`src/include/bmc_pkg.sv`:
```
// Package for the bridge miscellaneous configuration register bank.
// Assumes byte-wide configuration accesses decoded by an 8-bit register index.
package bmc_pkg;
  // Register offsets
  localparam logic [7:0] OFS_DMA_SIDE = 8'h71;
  localparam logic [7:0] OFS_SEL_SYNC = 8'h72;
  localparam logic [7:0] OFS_DDMA_BASE = 8'h73;
  localparam logic [7:0] OFS_USB_MISC = 8'h74;
  localparam logic [7:0] OFS_IDE_STEER = 8'h75;
  localparam logic [7:0] RST_VAL = 8'h00;
  // Writable bit masks; reserved bits read as zero
  localparam logic [7:0] MSK_DMA_SIDE = 8'hef;
  localparam logic [7:0] MSK_SEL_SYNC = 8'hef;
  localparam logic [7:0] MSK_DDMA_BASE = 8'hff;
  localparam logic [7:0] MSK_USB_MISC = 8'hdf;
  localparam logic [7:0] MSK_IDE_STEER = 8'h1f;
  // Field positions
  localparam int BIT_IRQ_SYNC = 7;
  localparam int BIT_PWREN_GPIO = 6;
  localparam int BIT_SER_REPEAT = 5;
  localparam int POS_PM_SEL = 2;
  localparam int POS_USB_SEL = 0;
  localparam int BIT_IOCHRDY_OFF = 7;
  localparam int BIT_SUBSYS_RO = 6;
  localparam int BIT_EDGE = 4;
  localparam int POS_ROUTE = 0;
  // Address lines used as configuration selects
  localparam int PM_LINE_0 = 28;
  localparam int PM_LINE_1 = 29;
  localparam int PM_LINE_2 = 14;
  localparam int PM_LINE_3 = 15;
  localparam int USB_LINE_0 = 31;
  localparam int USB_LINE_1 = 30;
  localparam int USB_LINE_2 = 13;
  localparam int USB_LINE_3 = 12;
  // Routing codes
  localparam logic [3:0] RT_NONE = 4'h0;
  localparam logic [3:0] RT_IRQ9 = 4'h1;
  localparam logic [3:0] RT_IRQ3 = 4'h2;
  localparam logic [3:0] RT_IRQ10 = 4'h3;
  localparam logic [3:0] RT_IRQ4 = 4'h4;
  localparam logic [3:0] RT_IRQ5 = 4'h5;
  localparam logic [3:0] RT_IRQ7 = 4'h6;
  localparam logic [3:0] RT_IRQ6 = 4'h7;
  localparam logic [3:0] RT_IRQ1 = 4'h8;
  localparam logic [3:0] RT_IRQ11 = 4'h9;
  localparam logic [3:0] RT_IRQ12 = 4'hb;
  localparam logic [3:0] RT_IRQ14 = 4'hd;
  localparam logic [3:0] RT_IRQ15 = 4'hf;
  localparam logic [3:0] RT_RSV_A = 4'ha;
  localparam logic [3:0] RT_RSV_C = 4'hc;
  localparam logic [3:0] RT_RSV_E = 4'he;
  localparam int NUM_IRQ = 16;
endpackage : bmc_pkg

```
`src/bmc_regs.sv`:
```
// Miscellaneous configuration register bank of the PCI-to-ISA bridge.
// Assumes a byte-wide configuration access port clocked by the PCI clock and
// active-high interrupt request levels from the internal USB and IDE functions.
`timescale 1ns/100ps

// Notes on behaviour
// - Bits 0-3,5-7 at 71h put each DMA channel on ISA (0) or PCI (1).
// - 72h bit 7 registers steered IRQ outputs on the clock, else bypasses.
// - 72h bit 6 drives USB port power enable onto GPIO pin 7.
// - 72h bit 5 enables repeat of serial IRQ continuous mode.
// - 72h bits 3-2 pick power-management select line: A28, A29, A14, A15.
// - 72h bits 1-0 pick USB select line while USB enabled: A31, A30, A13, A12.
// - 73h holds the 8-bit distributed DMA base address, reset zero.
// - 74h bit 7 set stops driving the ISA ready line during DMA.
// - 74h bit 6 set makes subsystem identity registers read-only.
// - 74h bit 4 turns the USB interrupt level into an edge pulse.
// - 74h bits 3-0 steer the USB interrupt onto an IRQ line.
// - 75h bit 4 turns the IDE secondary interrupt into an edge; 7-5 reserved.
// - 75h bits 3-0 steer the IDE secondary interrupt; 0000 disables it.
module bmc_regs (
  input wire logic ref_clk,
  input wire logic rst,
  input wire logic cfg_wr,
  input wire logic cfg_rd,
  input wire logic [7:0] cfg_index,
  input wire logic [7:0] cfg_wdata,
  output logic [7:0] cfg_rdata,
  input wire logic [31:0] cfg_ad,
  input wire logic usb_fn_enabled,
  output logic pm_idsel_hit,
  output logic usb_idsel_hit,
  output logic [7:0] dma_on_pci,
  output logic [7:0] ddma_base,
  output logic serirq_repeat_en,
  output logic iochrdy_dma_drive_en,
  output logic subsys_id_wr_en,
  input wire logic usb_port_power_enable_n,
  output logic gpio7_out,
  output logic gpio7_oe,
  input wire logic usb_host_irq_line,
  input wire logic ide_secondary_irq_line,
  output logic [15:0] irq_out
);

  logic [7:0] dma_side_ff, nxt_dma_side;
  logic [7:0] sel_sync_ff, nxt_sel_sync;
  logic [7:0] ddma_base_ff, nxt_ddma_base;
  logic [7:0] usb_misc_ff, nxt_usb_misc;
  logic [7:0] ide_steer_ff, nxt_ide_steer;
  logic [7:0] rdata_ff, nxt_rdata;
  logic usb_prev_ff, nxt_usb_prev;
  logic ide_prev_ff, nxt_ide_prev;
  logic [15:0] irq_sync_ff, nxt_irq_sync;
  logic usb_src, ide_src;
  logic [15:0] routed;

  // Steering map shared by both interrupt sources
  function automatic logic [15:0] bmc_route(input logic [3:0] code);
    logic [15:0] v;
    v = 16'h0000;
    unique case (code)
      bmc_pkg::RT_IRQ9: v[9] = 1'b1;
      bmc_pkg::RT_IRQ3: v[3] = 1'b1;
      bmc_pkg::RT_IRQ10: v[10] = 1'b1;
      bmc_pkg::RT_IRQ4: v[4] = 1'b1;
      bmc_pkg::RT_IRQ5: v[5] = 1'b1;
      bmc_pkg::RT_IRQ7: v[7] = 1'b1;
      bmc_pkg::RT_IRQ6: v[6] = 1'b1;
      bmc_pkg::RT_IRQ1: v[1] = 1'b1;
      bmc_pkg::RT_IRQ11: v[11] = 1'b1;
      bmc_pkg::RT_IRQ12: v[12] = 1'b1;
      bmc_pkg::RT_IRQ14: v[14] = 1'b1;
      bmc_pkg::RT_IRQ15: v[15] = 1'b1;
      // None and reserved codes route nowhere
      bmc_pkg::RT_NONE, bmc_pkg::RT_RSV_A, bmc_pkg::RT_RSV_C,
      bmc_pkg::RT_RSV_E: v = 16'h0000;
    endcase
    return v;
  endfunction : bmc_route

  // Register writes and reads
  always_comb begin
    nxt_dma_side = dma_side_ff;
    nxt_sel_sync = sel_sync_ff;
    nxt_ddma_base = ddma_base_ff;
    nxt_usb_misc = usb_misc_ff;
    nxt_ide_steer = ide_steer_ff;
    nxt_rdata = rdata_ff;
    if (cfg_wr) begin
      unique case (cfg_index)
        bmc_pkg::OFS_DMA_SIDE: nxt_dma_side = cfg_wdata & bmc_pkg::MSK_DMA_SIDE;
        bmc_pkg::OFS_SEL_SYNC: nxt_sel_sync = cfg_wdata & bmc_pkg::MSK_SEL_SYNC;
        bmc_pkg::OFS_DDMA_BASE: nxt_ddma_base = cfg_wdata & bmc_pkg::MSK_DDMA_BASE;
        bmc_pkg::OFS_USB_MISC: nxt_usb_misc = cfg_wdata & bmc_pkg::MSK_USB_MISC;
        bmc_pkg::OFS_IDE_STEER: nxt_ide_steer = cfg_wdata & bmc_pkg::MSK_IDE_STEER;
        default: nxt_rdata = rdata_ff;
      endcase
    end
    if (cfg_rd) begin
      unique case (cfg_index)
        bmc_pkg::OFS_DMA_SIDE: nxt_rdata = dma_side_ff;
        bmc_pkg::OFS_SEL_SYNC: nxt_rdata = sel_sync_ff;
        bmc_pkg::OFS_DDMA_BASE: nxt_rdata = ddma_base_ff;
        bmc_pkg::OFS_USB_MISC: nxt_rdata = usb_misc_ff;
        bmc_pkg::OFS_IDE_STEER: nxt_rdata = ide_steer_ff;
        default: nxt_rdata = 8'h00;
      endcase
    end
  end

  always_ff @(posedge ref_clk) begin
    if (rst) begin
      dma_side_ff <= bmc_pkg::RST_VAL;
      sel_sync_ff <= bmc_pkg::RST_VAL;
      ddma_base_ff <= bmc_pkg::RST_VAL;
      usb_misc_ff <= bmc_pkg::RST_VAL;
      ide_steer_ff <= bmc_pkg::RST_VAL;
      rdata_ff <= 8'h00;
    end else begin
      dma_side_ff <= nxt_dma_side;
      sel_sync_ff <= nxt_sel_sync;
      ddma_base_ff <= nxt_ddma_base;
      usb_misc_ff <= nxt_usb_misc;
      ide_steer_ff <= nxt_ide_steer;
      rdata_ff <= nxt_rdata;
    end
  end

  // Registered read data costs a cycle but keeps the returned byte glitch-free
  assign cfg_rdata = rdata_ff;
  assign dma_on_pci = dma_side_ff;
  assign ddma_base = ddma_base_ff;
  assign serirq_repeat_en = sel_sync_ff[bmc_pkg::BIT_SER_REPEAT];
  assign iochrdy_dma_drive_en = ~usb_misc_ff[bmc_pkg::BIT_IOCHRDY_OFF];
  assign subsys_id_wr_en = ~usb_misc_ff[bmc_pkg::BIT_SUBSYS_RO];

  // Power enable is active low, so the pin copies it uninverted while 72h bit 6 is set and is held low otherwise
  assign gpio7_oe = sel_sync_ff[bmc_pkg::BIT_PWREN_GPIO];
  assign gpio7_out = gpio7_oe & usb_port_power_enable_n;

  // Configuration-select decode from the chosen address line
  always_comb begin
    unique case (sel_sync_ff[bmc_pkg::POS_PM_SEL +: 2])
      2'h0: pm_idsel_hit = cfg_ad[bmc_pkg::PM_LINE_0];
      2'h1: pm_idsel_hit = cfg_ad[bmc_pkg::PM_LINE_1];
      2'h2: pm_idsel_hit = cfg_ad[bmc_pkg::PM_LINE_2];
      2'h3: pm_idsel_hit = cfg_ad[bmc_pkg::PM_LINE_3];
    endcase
    unique case (sel_sync_ff[bmc_pkg::POS_USB_SEL +: 2])
      2'h0: usb_idsel_hit = usb_fn_enabled & cfg_ad[bmc_pkg::USB_LINE_0];
      2'h1: usb_idsel_hit = usb_fn_enabled & cfg_ad[bmc_pkg::USB_LINE_1];
      2'h2: usb_idsel_hit = usb_fn_enabled & cfg_ad[bmc_pkg::USB_LINE_2];
      2'h3: usb_idsel_hit = usb_fn_enabled & cfg_ad[bmc_pkg::USB_LINE_3];
    endcase
  end

  // Level-to-edge conversion and steering
  always_comb begin
    nxt_usb_prev = usb_host_irq_line;
    nxt_ide_prev = ide_secondary_irq_line;
    usb_src = usb_misc_ff[bmc_pkg::BIT_EDGE] ? (usb_host_irq_line & ~usb_prev_ff)
                                             : usb_host_irq_line;
    ide_src = ide_steer_ff[bmc_pkg::BIT_EDGE] ? (ide_secondary_irq_line & ~ide_prev_ff)
                                              : ide_secondary_irq_line;
    routed = (bmc_route(usb_misc_ff[bmc_pkg::POS_ROUTE +: 4]) & {16{usb_src}})
           | (bmc_route(ide_steer_ff[bmc_pkg::POS_ROUTE +: 4]) & {16{ide_src}});
    nxt_irq_sync = routed;
  end

  always_ff @(posedge ref_clk) begin
    if (rst) begin
      usb_prev_ff <= 1'b0;
      ide_prev_ff <= 1'b0;
      irq_sync_ff <= 16'h0000;
    end else begin
      usb_prev_ff <= nxt_usb_prev;
      ide_prev_ff <= nxt_ide_prev;
      irq_sync_ff <= nxt_irq_sync;
    end
  end

  // Bypass saves a cycle of latency but passes input glitches straight out
  assign irq_out = sel_sync_ff[bmc_pkg::BIT_IRQ_SYNC] ? irq_sync_ff : routed;

  // Checks
  dma_side_a: assert property (@(posedge ref_clk) disable iff (rst)
    cfg_wr && cfg_index == bmc_pkg::OFS_DMA_SIDE
    |=> dma_on_pci == ($past(cfg_wdata) & 8'hef))
    else $error("DMA side register not updated");
  irq_sync_a: assert property (@(posedge ref_clk) disable iff (rst)
    sel_sync_ff[bmc_pkg::BIT_IRQ_SYNC] && $stable(sel_sync_ff)
    |-> irq_out == $past(routed))
    else $error("Synchronised IRQ output does not lag routing by one cycle");
  irq_bypass_a: assert property (@(posedge ref_clk) disable iff (rst)
    usb_src && usb_misc_ff[3:0] == 4'h1 && !sel_sync_ff[7] |-> irq_out[9])
    else $error("Bypassed IRQ output not immediate");
  gpio7_pwren_a: assert property (@(posedge ref_clk) disable iff (rst)
    gpio7_oe == sel_sync_ff[6] && (!gpio7_oe || gpio7_out == usb_port_power_enable_n))
    else $error("GPIO 7 power enable mismatch");
  repeat_en_a: assert property (@(posedge ref_clk) disable iff (rst)
    cfg_wr && cfg_index == bmc_pkg::OFS_SEL_SYNC |=> serirq_repeat_en == $past(cfg_wdata[5]))
    else $error("Serial IRQ repeat enable wrong");
  pm_select_a: assert property (@(posedge ref_clk) disable iff (rst)
    sel_sync_ff[3:2] == 2'h2 |-> pm_idsel_hit == cfg_ad[14])
    else $error("Power-management select line wrong");
  usb_select_a: assert property (@(posedge ref_clk) disable iff (rst)
    (!usb_fn_enabled |-> !usb_idsel_hit) and
    (usb_fn_enabled && sel_sync_ff[1:0] == 2'h3 |-> usb_idsel_hit == cfg_ad[12]))
    else $error("USB select line wrong");
  ddma_base_a: assert property (@(posedge ref_clk) disable iff (rst)
    cfg_wr && cfg_index == bmc_pkg::OFS_DDMA_BASE |=> ddma_base == $past(cfg_wdata))
    else $error("Distributed DMA base not stored");
  iochrdy_a: assert property (@(posedge ref_clk) disable iff (rst)
    cfg_wr && cfg_index == bmc_pkg::OFS_USB_MISC |=> iochrdy_dma_drive_en == !$past(cfg_wdata[7]))
    else $error("Ready drive control wrong");
  subsys_ro_a: assert property (@(posedge ref_clk) disable iff (rst)
    subsys_id_wr_en != usb_misc_ff[6])
    else $error("Subsystem identity write control wrong");
  usb_edge_a: assert property (@(posedge ref_clk) disable iff (rst)
    usb_misc_ff[4] && $stable(usb_misc_ff) && usb_src |=> !usb_src)
    else $error("USB edge pulse longer than one cycle");
  ide_edge_a: assert property (@(posedge ref_clk) disable iff (rst)
    ide_steer_ff[4] && $stable(ide_steer_ff) && ide_src |=> !ide_src)
    else $error("IDE edge pulse longer than one cycle");
  ide_route_a: assert property (@(posedge ref_clk) disable iff (rst)
    ide_src && ide_steer_ff[3:0] == 4'h2 |-> routed[3])
    else $error("IDE interrupt not on IRQ3");
  reserved_none_a: assert property (@(posedge ref_clk) disable iff (rst)
    usb_misc_ff[3:0] inside {4'ha, 4'hc, 4'he, 4'h0} && ide_steer_ff[3:0] inside {4'hc, 4'h0}
    |-> routed == 16'h0000)
    else $error("Reserved code drives an IRQ line");
  reg_reset_a: assert property (@(posedge ref_clk) rst |=> dma_on_pci == 8'h00 &&
    ddma_base == 8'h00 && irq_out == 16'h0000)
    else $error("Registers not cleared by reset");

  // Register reads and writes
  read_back_a: assert property (@(posedge ref_clk) disable iff (rst)
    cfg_rd && cfg_index == bmc_pkg::OFS_DDMA_BASE
    |=> cfg_rdata == $past(ddma_base_ff))
    else $error("Read of distributed DMA base wrong");
  side_read_a: assert property (@(posedge ref_clk) disable iff (rst)
    cfg_rd && cfg_index == bmc_pkg::OFS_DMA_SIDE
    |=> cfg_rdata == $past(dma_side_ff))
    else $error("Read of DMA side register wrong");
  unmapped_read_a: assert property (@(posedge ref_clk) disable iff (rst)
    cfg_rd && !(cfg_index inside {[bmc_pkg::OFS_DMA_SIDE:bmc_pkg::OFS_IDE_STEER]})
    |=> cfg_rdata == 8'h00)
    else $error("Unmapped index reads non-zero");
  rdata_hold_a: assert property (@(posedge ref_clk) disable iff (rst)
    !cfg_rd |=> $stable(cfg_rdata))
    else $error("Read data changed without a read");
  reserved_zero_a: assert property (@(posedge ref_clk) disable iff (rst)
    !dma_side_ff[4] && !sel_sync_ff[4] && !usb_misc_ff[5] && ide_steer_ff[7:5] == 3'h0)
    else $error("Reserved register bit set");
  subsys_write_a: assert property (@(posedge ref_clk) disable iff (rst)
    cfg_wr && cfg_index == bmc_pkg::OFS_USB_MISC |=> subsys_id_wr_en == !$past(cfg_wdata[6]))
    else $error("Subsystem identity lock not updated");
  gpio_en_write_a: assert property (@(posedge ref_clk) disable iff (rst)
    cfg_wr && cfg_index == bmc_pkg::OFS_SEL_SYNC |=> gpio7_oe == $past(cfg_wdata[6]))
    else $error("GPIO 7 enable not updated");
  ide_write_a: assert property (@(posedge ref_clk) disable iff (rst)
    cfg_wr && cfg_index == bmc_pkg::OFS_IDE_STEER
    |=> ide_steer_ff == ($past(cfg_wdata) & bmc_pkg::MSK_IDE_STEER))
    else $error("IDE steering register not updated");

  // Select decode
  pm_default_a: assert property (@(posedge ref_clk) disable iff (rst)
    sel_sync_ff[3:2] == 2'h0 |-> pm_idsel_hit == cfg_ad[28])
    else $error("Power-management default select line wrong");
  pm_alt_a: assert property (@(posedge ref_clk) disable iff (rst)
    sel_sync_ff[3:2] == 2'h1 |-> pm_idsel_hit == cfg_ad[29])
    else $error("Power-management alternate select line wrong");
  usb_default_a: assert property (@(posedge ref_clk) disable iff (rst)
    usb_fn_enabled && sel_sync_ff[1:0] == 2'h0 |-> usb_idsel_hit == cfg_ad[31])
    else $error("USB default select line wrong");
  usb_alt_a: assert property (@(posedge ref_clk) disable iff (rst)
    usb_fn_enabled && sel_sync_ff[1:0] == 2'h2 |-> usb_idsel_hit == cfg_ad[13])
    else $error("USB alternate select line wrong");

  // Interrupt path and GPIO 7 gating
  usb_route_a: assert property (@(posedge ref_clk) disable iff (rst)
    usb_src && usb_misc_ff[3:0] == 4'hd |-> routed[14])
    else $error("USB interrupt not on IRQ14");
  route_quiet_a: assert property (@(posedge ref_clk) disable iff (rst)
    !usb_src && !ide_src |-> routed == 16'h0000)
    else $error("IRQ line driven with no request");
  route_map_a: assert property (@(posedge ref_clk) disable iff (rst)
    ide_src && ide_steer_ff[3:0] == 4'h6 |-> routed[7])
    else $error("IDE interrupt not on IRQ7");
  route_irq1_a: assert property (@(posedge ref_clk) disable iff (rst)
    usb_src && usb_misc_ff[3:0] == 4'h8 |-> routed[1])
    else $error("USB interrupt not on IRQ1");
  gpio7_off_a: assert property (@(posedge ref_clk) disable iff (rst)
    !gpio7_oe |-> !gpio7_out)
    else $error("GPIO 7 carries power enable while disabled");
  usb_level_a: assert property (@(posedge ref_clk) disable iff (rst)
    !usb_misc_ff[4] |-> usb_src == usb_host_irq_line)
    else $error("USB level not passed through");
  ide_level_a: assert property (@(posedge ref_clk) disable iff (rst)
    !ide_steer_ff[4] |-> ide_src == ide_secondary_irq_line)
    else $error("IDE level not passed through");

  usb_irq_c: cover property (@(posedge ref_clk) disable iff (rst) usb_src && |irq_out);
  ide_irq_c: cover property (@(posedge ref_clk) disable iff (rst) ide_src && |irq_out);
  sync_on_c: cover property (@(posedge ref_clk) disable iff (rst) sel_sync_ff[7] && |irq_out);
  gpio7_c: cover property (@(posedge ref_clk) disable iff (rst) gpio7_oe);
  edge_pulse_c: cover property (@(posedge ref_clk) disable iff (rst) usb_misc_ff[4] && usb_src);

endmodule : bmc_regs

```
`config.mk`:
```
export PLATFORM = sky130hd
export DESIGN_NAME = bmc_regs
export DESIGN_NICKNAME = d
export VERILOG_FILES = /design/src/include/bmc_pkg.sv /design/src/bmc_regs.sv
export SDC_FILE = /design/constraint.sdc
export NUM_CORES = 1
export LEC_CHECK = 0
export BUFFER_PORTS_ARGS = -buffer_cell sky130_fd_sc_hd__buf_2
export CAP_MARGIN = 20
export CORE_ASPECT_RATIO = 0.5
export CORE_MARGIN = 2
export CORE_UTILIZATION = 44
export DETAILED_ROUTE_END_ITERATION = 8
export GPL_ROUTABILITY_DRIVEN = 0
export PLACE_DENSITY = 0.76
export SLEW_MARGIN = 40
export SYNTH_ARGS = -nofsm -noshare
export SYNTH_HDL_FRONTEND = slang
export SYNTH_SLANG_ARGS = --single-unit
```
`constraint.sdc`:
```
create_clock -name ref_clk -period 1.55 [get_ports ref_clk]
set_clock_uncertainty 0.05 [all_clocks]
set_input_delay 0.2325 -clock ref_clk [delete_from_list [all_inputs] [get_ports ref_clk]]
set_output_delay 0.2325 -clock ref_clk [all_outputs]
set_load 0.005 [all_outputs]
```
==> impl_results.md, run 1 <==
- Final Hold Vio Count: 0
- Setup violations, final: 13
- Fin util: between 60% and 70%
- H-tree depth: 2
- Maximum vdd ir drop: 0.410 mV
- Yosys warnings: 0
- Reg2reg end: irq_sync_ff[5]
- Drt first pass iters: 4
- CP Launch Type: flop
- Share of the synthesized area in the top cell type: between 40 and 50%
- CP Data Required Time: between 1 and 1.5 ns
- CTS Buf Count: 5
- Final Slew Violations: 0
- Mapped Cells: roughly 290
- Seq cells post-synth: 56
- Post-synthesis sequential area ratio: just over 40%
- Top cells by area, synth: dfxtp_1 (41%), mux2i_1 (17%), nor2_1 (7.0%)
- Die H: roughly 60 µm
- Crit path max fanout: 4
- Total GRT Usage: a little over a fifth
- Fin worst setup slack: -0.326 ns
- Critical path arrival: 1.59 ns
- Area growth from synthesis to layout: 36.1%
- Largest net degree at the start of global routing: 23
- Global-route wire length before repair: 11500 µm
- DRC viols: 0
- Routed vias: approximately 2.5k
- CP Cell Sequence: a21bo_4, or2_4, o22ai_2, mux2_4, buf_6
- Status: finished, violations left
- Layout cell share with drive strength beyond 1: about 42%
- FF/Latch Area: 1140 µm²
- Initial antenna violation count: 0
- Hold buffer count at CTS: 0
- Crit path largest cell delay: between 0.3 and 0.4 ns
- Crit end category: output port
- Core area: roughly 6000 µm²
- Post-synth EDFFs: 0
- I/O pins: approximately 100
- Chip Width: between 100 and 150 µm
- Fin crit share: 121%
- Worst Reg2Reg Path Length in Cells: 5
- Hold depth: 2
- Unrepaired setup endpoints after global routing: true
- Clk pin slew, worst setup/hold paths: about 0.070 ns
- Buffers & Inverters on Critical Path: 1
- Antenna-violating nets left: 0
- Commonest cells after routing, fill and taps aside: buf_2 (70), nor2_1 (50), mux2i_1 (46)
- Nets: between 400 and 500
- Clock Tree Buf Depth: 2
- Most common cell after layout, fill and taps aside: buf_2
- Avg Cell Area, Syn: 9.51 µm²
- Hold EP: usb_prev_ff
- Post-synth ARST share: 0%
- Setup tns final: -3.29 ns
- Clk root buf: clkbuf_16
- Layout fillers: between 400 and 500
- Gr ovfl total: 0
- Footprint of the multi-input gates: between 1500 and 2000 µm²
- Violated checks: negative setup slack
- Max-cap violation count: 0
- Slowest CP cell: dfxtp_4
- Pre-CTS worst setup slack: -0.157 ns
- Site Rows: 20
- Post-synth top area cell: dfxtp_1
- Initial Util: a little under half
- Hpwl dp: 5300 µm
- CP delay by family, top: compound AO/OA/AOI/OAI gates
- Synthesized cell area: around 2700 µm²
- Vias in the first global route: approximately 2.5k
- Initial drt markers: 164
- Worst-case register-to-register setup slack: around 0.15 ns
- Wirelength per Cell: about 16 µm
- Pwr Density: 750 nW/µm²
- Full die area: 6910 µm²
- Crit. path cell count: 5
- CTS tree: yes
- Post-synth top flop: dfxtp_1
- Worst R2R Start: ide_steer_ff[4]
- Static Leakage: ~1.6 nW
- Ant. Diodes: 0
- Hold Startpoint: usb_host_irq_line
- Maximum clock rate: approximately 0.53 GHz
- Distinct cells, synth: 38
- CTS sink cnt: 56
- Worst Path Class, Setup: reg -> out
- Final min period: ~1.9 ns
- Port bufs: between 70 and 80
- Total wire length: 7290 µm
- Worst hold path type: in -> reg
- Vias per inst: between 5 and 6
- Skew-Pair Late Insertion Delay: roughly 0.29 ns
-- sequential cells by signal, summed over array words and instances (netlist names) --
register,count
ddma_base,8
ide_steer_ff,5
usb_misc_ff,7
cfg_rdata,8
irq_sync_ff,12
ide_prev_ff,1
sel_sync_ff,7
dma_on_pci,7
usb_prev_ff,1
-- final cells by class --
cell class                 instances  share of cell area, %
multi-input combinational        209                   44.6
clock buffer                       6                   3.73
clock inverter                     1                  0.235
sequential                        56                   30.6
inverter                           5                  0.504
tap                               88                   2.95
timing repair buffer             104                   17.3
-- how the worst max path moves through the flow --
stage	slack, ns	end	start
finish	-0.33	irq_out[5]	ide_steer_ff[4]
global route	-0.36	irq_out[5]	ide_steer_ff[4]
CTS	-0.28	irq_out[5]	ide_steer_ff[4]
detailed placement	-0.16	irq_out[10]	usb_host_irq_line
global placement	-0.14	irq_out[10]	usb_host_irq_line
floorplan	0.004	ddma_base[0]	cfg_index[7]
-- what timing repair did --
| item | 4_1_cts | 5_1_grt |
|---|---|---|
| buffers inserted | 4 | 4 |
| pin swaps | 10 | 6 |
| resized for setup | 35 | 11 |
| setup endpoints to repair | 14 | 14 |
-- synth_stat cells (2+ instances only) --
cell type and instances:
buf_2 4, and2_1 2, dfxtp_1 56, inv_1 4, a211oi_1 4, a31oi_1 2, nand3b_1 2, nand2_1 5
o22ai_1 12, a22o_1 3, nor2b_1 13, a22oi_1 6, nor4_4 4, nor2_1 51, nand2b_1 13, a21boi_0 2
mux4_2 2, clkbuf_1 13, mux2_2 8, nor4_1 3, o32ai_1 2, a21oi_1 6, mux2i_1 46, or2_2 2
nand3_1 5, buf_4 5, o21ai_0 2
-- report_power, final --
group | switching [mW] | leakage, nW | total (mW) | internal [mW]
logic | 0.122 | 1.03 | 0.208 | 0.0852
registers | 0.00589 | 0.458 | 1.45 | 1.44
clock network | 0.499 | 0.0729 | 1.14 | 0.638
-- through the flow --
step | cells | instance area (µm²) | hold slack (ns) | power, mW
final | 469 | 3730 | 0.122 | 2.79
after global routing | 469 | 3730 | 0.129 | 2.88
after CTS | 465 | 3650 | 0.127 | 2.80
after detailed placement | 455 | 3340 | 0.416 | 1.68
after global placement | 455 | 3340 | 0.406 | 1.67
after floorplan | 292 | 2760 | 0.311 | 1.60
-- metal layers --
metal	part of all wire (%)	track usage, %
met1	43	25.8
met5	0	0
met2	50	38.2
met3	6.2	5.17
met4	1.1	6.54
-- cell families after synthesis --
logic type	after synthesis	synth area share, %
muxes	56	21.7
AOI/OAI and AO/OA	42	10.6
and+or+nand+nor	106	22.0
DFF	56	40.9
other	1	0.137
buffers and inverters	27	4.57
(Power assumes the default switching activity.)
==> run 2, diff against run 1 <==
- CORE_ASPECT_RATIO: 0.5 -> unset
==> impl_results.md, run 2 (synthesis results as in run 1) <==
- Setup tns final: -3.86 ns (was -3.29 ns)
- Fin cells: 459 (was 469)
- Vias in the first global route: 2283 (was 2481)
- I/O pins: 103 (unchanged)
- Hpwl dp: 5020 µm (was 5300 µm)
- Fin area: 3790 µm² (was 3730 µm²)
- Final Slew Violations: 0 (unchanged)
- Unrepaired setup endpoints after global routing: true (unchanged)
- Initial drt markers: 153 (was 164)
- Port bufs: 73 (unchanged)
- Largest net degree at the start of global routing: 33 (was 23)
- Clk pin slew, worst setup/hold paths: 0.11 ns (was 0.07 ns)
- Worst Reg2Reg Path Length in Cells: 7 (was 5)
- Vias per inst: 5.46 (was 5.28)
- Worst R2R Start: ide_steer_ff[4] (unchanged)
- Ant. Diodes: 0 (unchanged)
- Total wire length: 7300 µm (was 7290 µm)
- Die H: 82.9 µm (was 59.8 µm)
- Setup violations, final: 14 (was 13)
- CTS tree: yes (unchanged)
- Nets: 439 (was 437)
- Dpl cells: 444 (was 455)
- Worst Path Class, Setup: reg -> out (unchanged)
- Violated checks: negative setup slack (unchanged)
- Initial Util: 46.0% (was 45.4%)
- Crit end category: output port (unchanged)
- Reg with most FFs: irq_sync_ff (unchanged)
- H-tree depth: 2 (unchanged)
- Maximum vdd ir drop: 0.413 mV (was 0.410 mV)
- CP Launch Type: flop (unchanged)
- CP Data Required Time: 1.27 ns (about the same)
- Hold depth: 3 (was 2)
- Final Hold Vio Count: 0 (unchanged)
- Initial antenna violation count: 0 (unchanged)
- Critical path arrival: 1.62 ns (was 1.59 ns)
- Maximum clock rate: 0.525 GHz (was 0.533 GHz)
- Worst-case register-to-register setup slack: 0.07 ns (was 0.15 ns)
- Placed cell area: 3350 µm² (was 3340 µm²)
- Drt first pass iters: 4 (unchanged)
- Clock Tree Buf Depth: 2 (unchanged)
- Clk root buf: clkbuf_8 (was clkbuf_16)
- Site Rows: 28 (was 20)
- Worst hold path type: in -> reg (unchanged)
- Fin worst setup slack: -0.353 ns (was -0.326 ns)
- DRC viols: 0 (unchanged)
- Total GRT Usage: 19.5% (was 21.3%)
- Most common cell after layout, fill and taps aside: buf_2 (unchanged)
- Chip Width: 82.9 µm (was 116 µm)
- Area growth from synthesis to layout: 38.5% (was 36.1%)
- Final hold slack: 0.143 ns (was 0.122 ns)
- Gr ovfl total: 0 (unchanged)
- Worst setup path end: irq_out[12] (was irq_out[5])
- Max-cap violation count: 0 (unchanged)
- Reg2reg end: irq_sync_ff[1] (was irq_sync_ff[5])
- CTS Buf Count: 5 (unchanged)
- Fin crit share: 123% (was 121%)
- Commonest cells after routing, fill and taps aside: buf_2 (69), nor2_1 (50), mux2i_1 (46) (was buf_2 (70), nor2_1 (50), mux2i_1 (46))
- Largest register FFs: 12 (unchanged)
- Routed vias: 2504 (was 2477)
- Pwr Density: 661 nW/µm² (was 750 nW/µm²)
- Skew-Pair Late Insertion Delay: 0.31 ns (was 0.29 ns)
- Layout cell share with drive strength beyond 1: 44.8% (was 42.3%)
- Total design power: 2.51 mW (was 2.79 mW)
- Static Leakage: 1.58 nW (was 1.56 nW)
- Crit path max fanout: 3 (was 4)
- Wirelength per Cell: 15.9 µm (was 15.5 µm)
- Core area: 5960 µm² (was 6030 µm²)
- Antenna-violating nets left: 0 (unchanged)
- Global-route wire length before repair: 11200 µm (was 11500 µm)
- Status: finished, violations left (unchanged)
- Final min period: 1.90 ns (was 1.88 ns)
- Full die area: 6870 µm² (was 6910 µm²)
- CTS sink cnt: 56 (unchanged)
- Crit path from: usb_misc_ff[4] (was ide_steer_ff[4])
## run 2: cell count changes in the layout (fill, tap and decap cells not counted), moves of 2 or more
| cell | delta |
|---|---|
| a31oi_1 | -2 |
| clkbuf_8 | +4 |
| a21oi_2 | +2 |
| a21oi_1 | -2 |
| mux2_2 | -2 |
| o22ai_4 | +2 |
| a31oi_4 | +2 |
| clkbuf_16 | -5 |
| o22ai_2 | -3 |
| mux2_4 | +2 |
## run 2: metrics by stage
stage          setup WS (ns)  utilization [%]
2_1_floorplan        0.00380                -
3_3_place_gp          -0.131             56.3
3_5_place_dp          -0.142             56.3
4_1_cts               -0.322             60.1
5_1_grt               -0.428             63.7
6_report              -0.353             63.7
## run 2: report_power, final
group	internal, mW	switching, mW
Sequential	1.44	0.00620
Combinational	0.100	0.131
Clock	0.325	0.500
Total	1.87	0.637
## run 2: what timing repair did
action                                  CTS  global route
buffers inserted                          3             4
hold buffers                              0             0
gates resized for setup                  31            35
endpoints found under the setup margin   14            14
endpoints found under the hold margin     0             0
pin swaps                                11             7
## run 2: worst min path at each step
| stage | startpoint | endpoint | slack (ns) |
|---|---|---|---|
| after floorplan | ide_secondary_irq_line | ide_prev_ff | 0.31 |
| after detailed placement | cfg_rdata[5] | cfg_rdata[5] | 0.42 |
| final | cfg_wdata[5] | ddma_base[5] | 0.14 |
| after CTS | usb_host_irq_line | usb_prev_ff | 0.13 |
| after global placement | usb_host_irq_line | usb_prev_ff | 0.41 |
| after global routing | usb_host_irq_line | usb_prev_ff | 0.13 |
## run 2: final cells by class
| cell class | instances | area [µm²] |
|---|---|---|
| Fill cell | 475 | 2160 |
| Clock inverter | 3 | 22.5 |
| Inverter | 5 | 18.8 |
| Tap cell | 75 | 93.8 |
| Clock buffer | 5 | 68.8 |
| Multi-Input combinational cell | 209 | 1770 |
| Sequential cell | 56 | 1140 |
| Timing Repair Buffer | 106 | 679 |
## run 2: layer usage
| layer | up-vias | track usage (%) | part of all wire [%] |
|---|---|---|---|
| met4 | 0 | 5.81 | 1.7 |
| met2 | 88 | 31.8 | 49 |
| met3 | 11 | 3.58 | 5.6 |
| li1 | 1207 | - | - |
| met1 | 1198 | 26.4 | 44 |
| met5 | - | 0 | 0 |
## run 2: worst max-delay path, cell delays in order (launching register included)
cell and delay, ns:
dfxtp_2 0.35, a21boi_4 0.16, buf_4 0.14, nand2b_4 0.08
buf_4 0.16, o22ai_2 0.16, mux2_2 0.16, buf_2 0.10
==> run 3, diff against run 2 <==
- CORE_ASPECT_RATIO: unset -> 1.75
==> impl_results.md, run 3 (synthesis results as in run 1) <==
- Status: finished, violations left (unchanged)
- Violated checks: negative setup slack (unchanged)
- Final min period: 1.95 ns (was 1.90 ns)
- CTS sink cnt: 56 (unchanged)
- Die H: 108 µm (was 82.9 µm)
- Clk root buf: clkbuf_8 (unchanged)
- Fin crit share: 126% (was 123%)
- Commonest cells after routing, fill and taps aside: buf_2 (67), nor2_1 (50), mux2i_1 (46) (was buf_2 (69), nor2_1 (50), mux2i_1 (46))
- CTS Buf Count: 5 (unchanged)
- Max-cap violation count: 0 (unchanged)
- CTS tree: yes (unchanged)
- Clock Tree Buf Depth: 2 (unchanged)
- Layout cell share with drive strength beyond 1: 43.9% (was 44.8%)
- Setup tns final: -4.01 ns (was -3.86 ns)
- Chip Width: 63.6 µm (was 82.9 µm)
- Final Hold Vio Count: 0 (unchanged)
- Initial drt markers: 187 (was 153)
- Initial Util: 44.7% (was 46.0%)
- Largest net degree at the start of global routing: 46 (was 33)
- Fin worst setup slack: -0.400 ns (was -0.353 ns)
- Port bufs: 73 (unchanged)
- Drt first pass iters: 6 (was 4)
- Gr ovfl total: 0 (unchanged)
- Hpwl dp: 5360 µm (was 5020 µm)
- Footprint of the multi-input gates: 1730 µm² (was 1770 µm²)
- Site Rows: 38 (was 28)
- Critical path arrival: 1.67 ns (was 1.62 ns)
- Total wire length: 7600 µm (was 7300 µm)
- Reg with most FFs: irq_sync_ff (unchanged)
- Largest register FFs: 12 (unchanged)
- Area growth from synthesis to layout: 38.0% (was 38.5%)
- Layout fillers: 506 (was 475)
- Crit end category: output port (unchanged)
- Antenna-violating nets left: 0 (unchanged)
- Skew-Pair Late Insertion Delay: 0.32 ns (was 0.31 ns)
- Clk pin slew, worst setup/hold paths: 0.09 ns (was 0.11 ns)
- Routed vias: 2500 (was 2504)
- Ant. Diodes: 0 (unchanged)
- Core area: 6130 µm² (was 5960 µm²)
- Setup violations, final: 14 (unchanged)
- CP Data Required Time: 1.27 ns (about the same)
- Final hold slack: 0.0982 ns (was 0.143 ns)
- Global-route wire length before repair: 11900 µm (was 11200 µm)
- Hold buffer count at CTS: 0 (unchanged)
- Pre-CTS worst setup slack: -0.152 ns (was -0.142 ns)
- H-tree depth: 2 (unchanged)
- Most common cell after layout, fill and taps aside: buf_2 (unchanged)
- Unrepaired setup endpoints after global routing: true (unchanged)
- FF/Latch Area: 1140 µm² (about the same)
- Full die area: 6900 µm² (was 6870 µm²)
- Initial antenna violation count: 0 (unchanged)
- Vias in the first global route: 2560 (was 2283)
- Vias per inst: 5.38 (was 5.46)
- Maximum vdd ir drop: 0.638 mV (was 0.413 mV)
- Worst Path Class, Setup: reg -> out (unchanged)
- Nets: 441 (was 439)
- DRC viols: 0 (unchanged)
- Maximum clock rate: 0.513 GHz (was 0.525 GHz)
- Wirelength per Cell: 16.4 µm (was 15.9 µm)
- Static Leakage: 1.59 nW (was 1.58 nW)
- CP Launch Type: flop (unchanged)
- Crit path max fanout: 3 (unchanged)
- Final Slew Violations: 0 (unchanged)
- Total design power: 2.45 mW (was 2.51 mW)
- Worst hold path type: in -> reg (unchanged)
- Total GRT Usage: 22.2% (was 19.5%)
- I/O pins: 103 (unchanged)
- Pwr Density: 649 nW/µm² (was 661 nW/µm²)
run 3: area by class of cell:
cell class	instances	area share, %
inverters	5	0.497
clock buffers	6	1.92
multi-input cells	209	45.8
repair buffers	108	18.9
well taps	80	2.65
flip-flops and latches	56	30.1
clock inverters	1	0.132
run 3: timing repair:
item	CTS	global route
endpoints found under the setup margin	14	14
setup buffers	3	0
pin swaps	6	5
resized for setup	38	25
run 3: worst paths after layout:
kind         cells past startpoint             end               from  slack, ns
max                              5      irq_out[6]    ide_steer_ff[4]      -0.40
min                              2     usb_prev_ff  usb_host_irq_line        0.1
max reg2reg                      6  irq_sync_ff[1]    ide_steer_ff[4]       0.19
min reg2reg                      2    cfg_rdata[5]       cfg_rdata[5]       0.44
run 3: per-layer routing:
| metal | track usage [%] | part of all wire, % | up-vias | wire length (µm) |
|---|---|---|---|---|
| met5 | 0 | 0 | - | 0 |
| met4 | 12.7 | 3.3 | 0 | 254 |
| met3 | 3.23 | 3.2 | 18 | 244 |
| met2 | 42.8 | 56 | 72 | 4260 |
| met1 | 22.1 | 37 | 1210 | 2850 |
| li1 | - | - | 1200 | - |
run 3: critical path: stages (launching register included):
cell	delay (ns)
dfxtp_2	0.35
a21boi_2	0.24
nand3_1	0.26
o22ai_2	0.24
mux2_2	0.16
buf_2	0.10
run 3: metrics by stage:
step	std cells	instance area [µm²]	util, %
floorplan	292	2760	-
global placement	455	3400	55.5
detailed placement	455	3400	55.5
CTS	465	3660	59.6
global route	465	3780	61.6
finish	465	3780	61.6
run 3: where the power goes:
| group | switching (mW) | internal [mW] | leakage (nW) |
|---|---|---|---|
| Sequential | 0.00564 | 1.44 | 0.458 |
| Clock | 0.459 | 0.309 | 0.0410 |
| Combinational | 0.130 | 0.103 | 1.09 |
| Total | 0.594 | 1.86 | 1.59 |
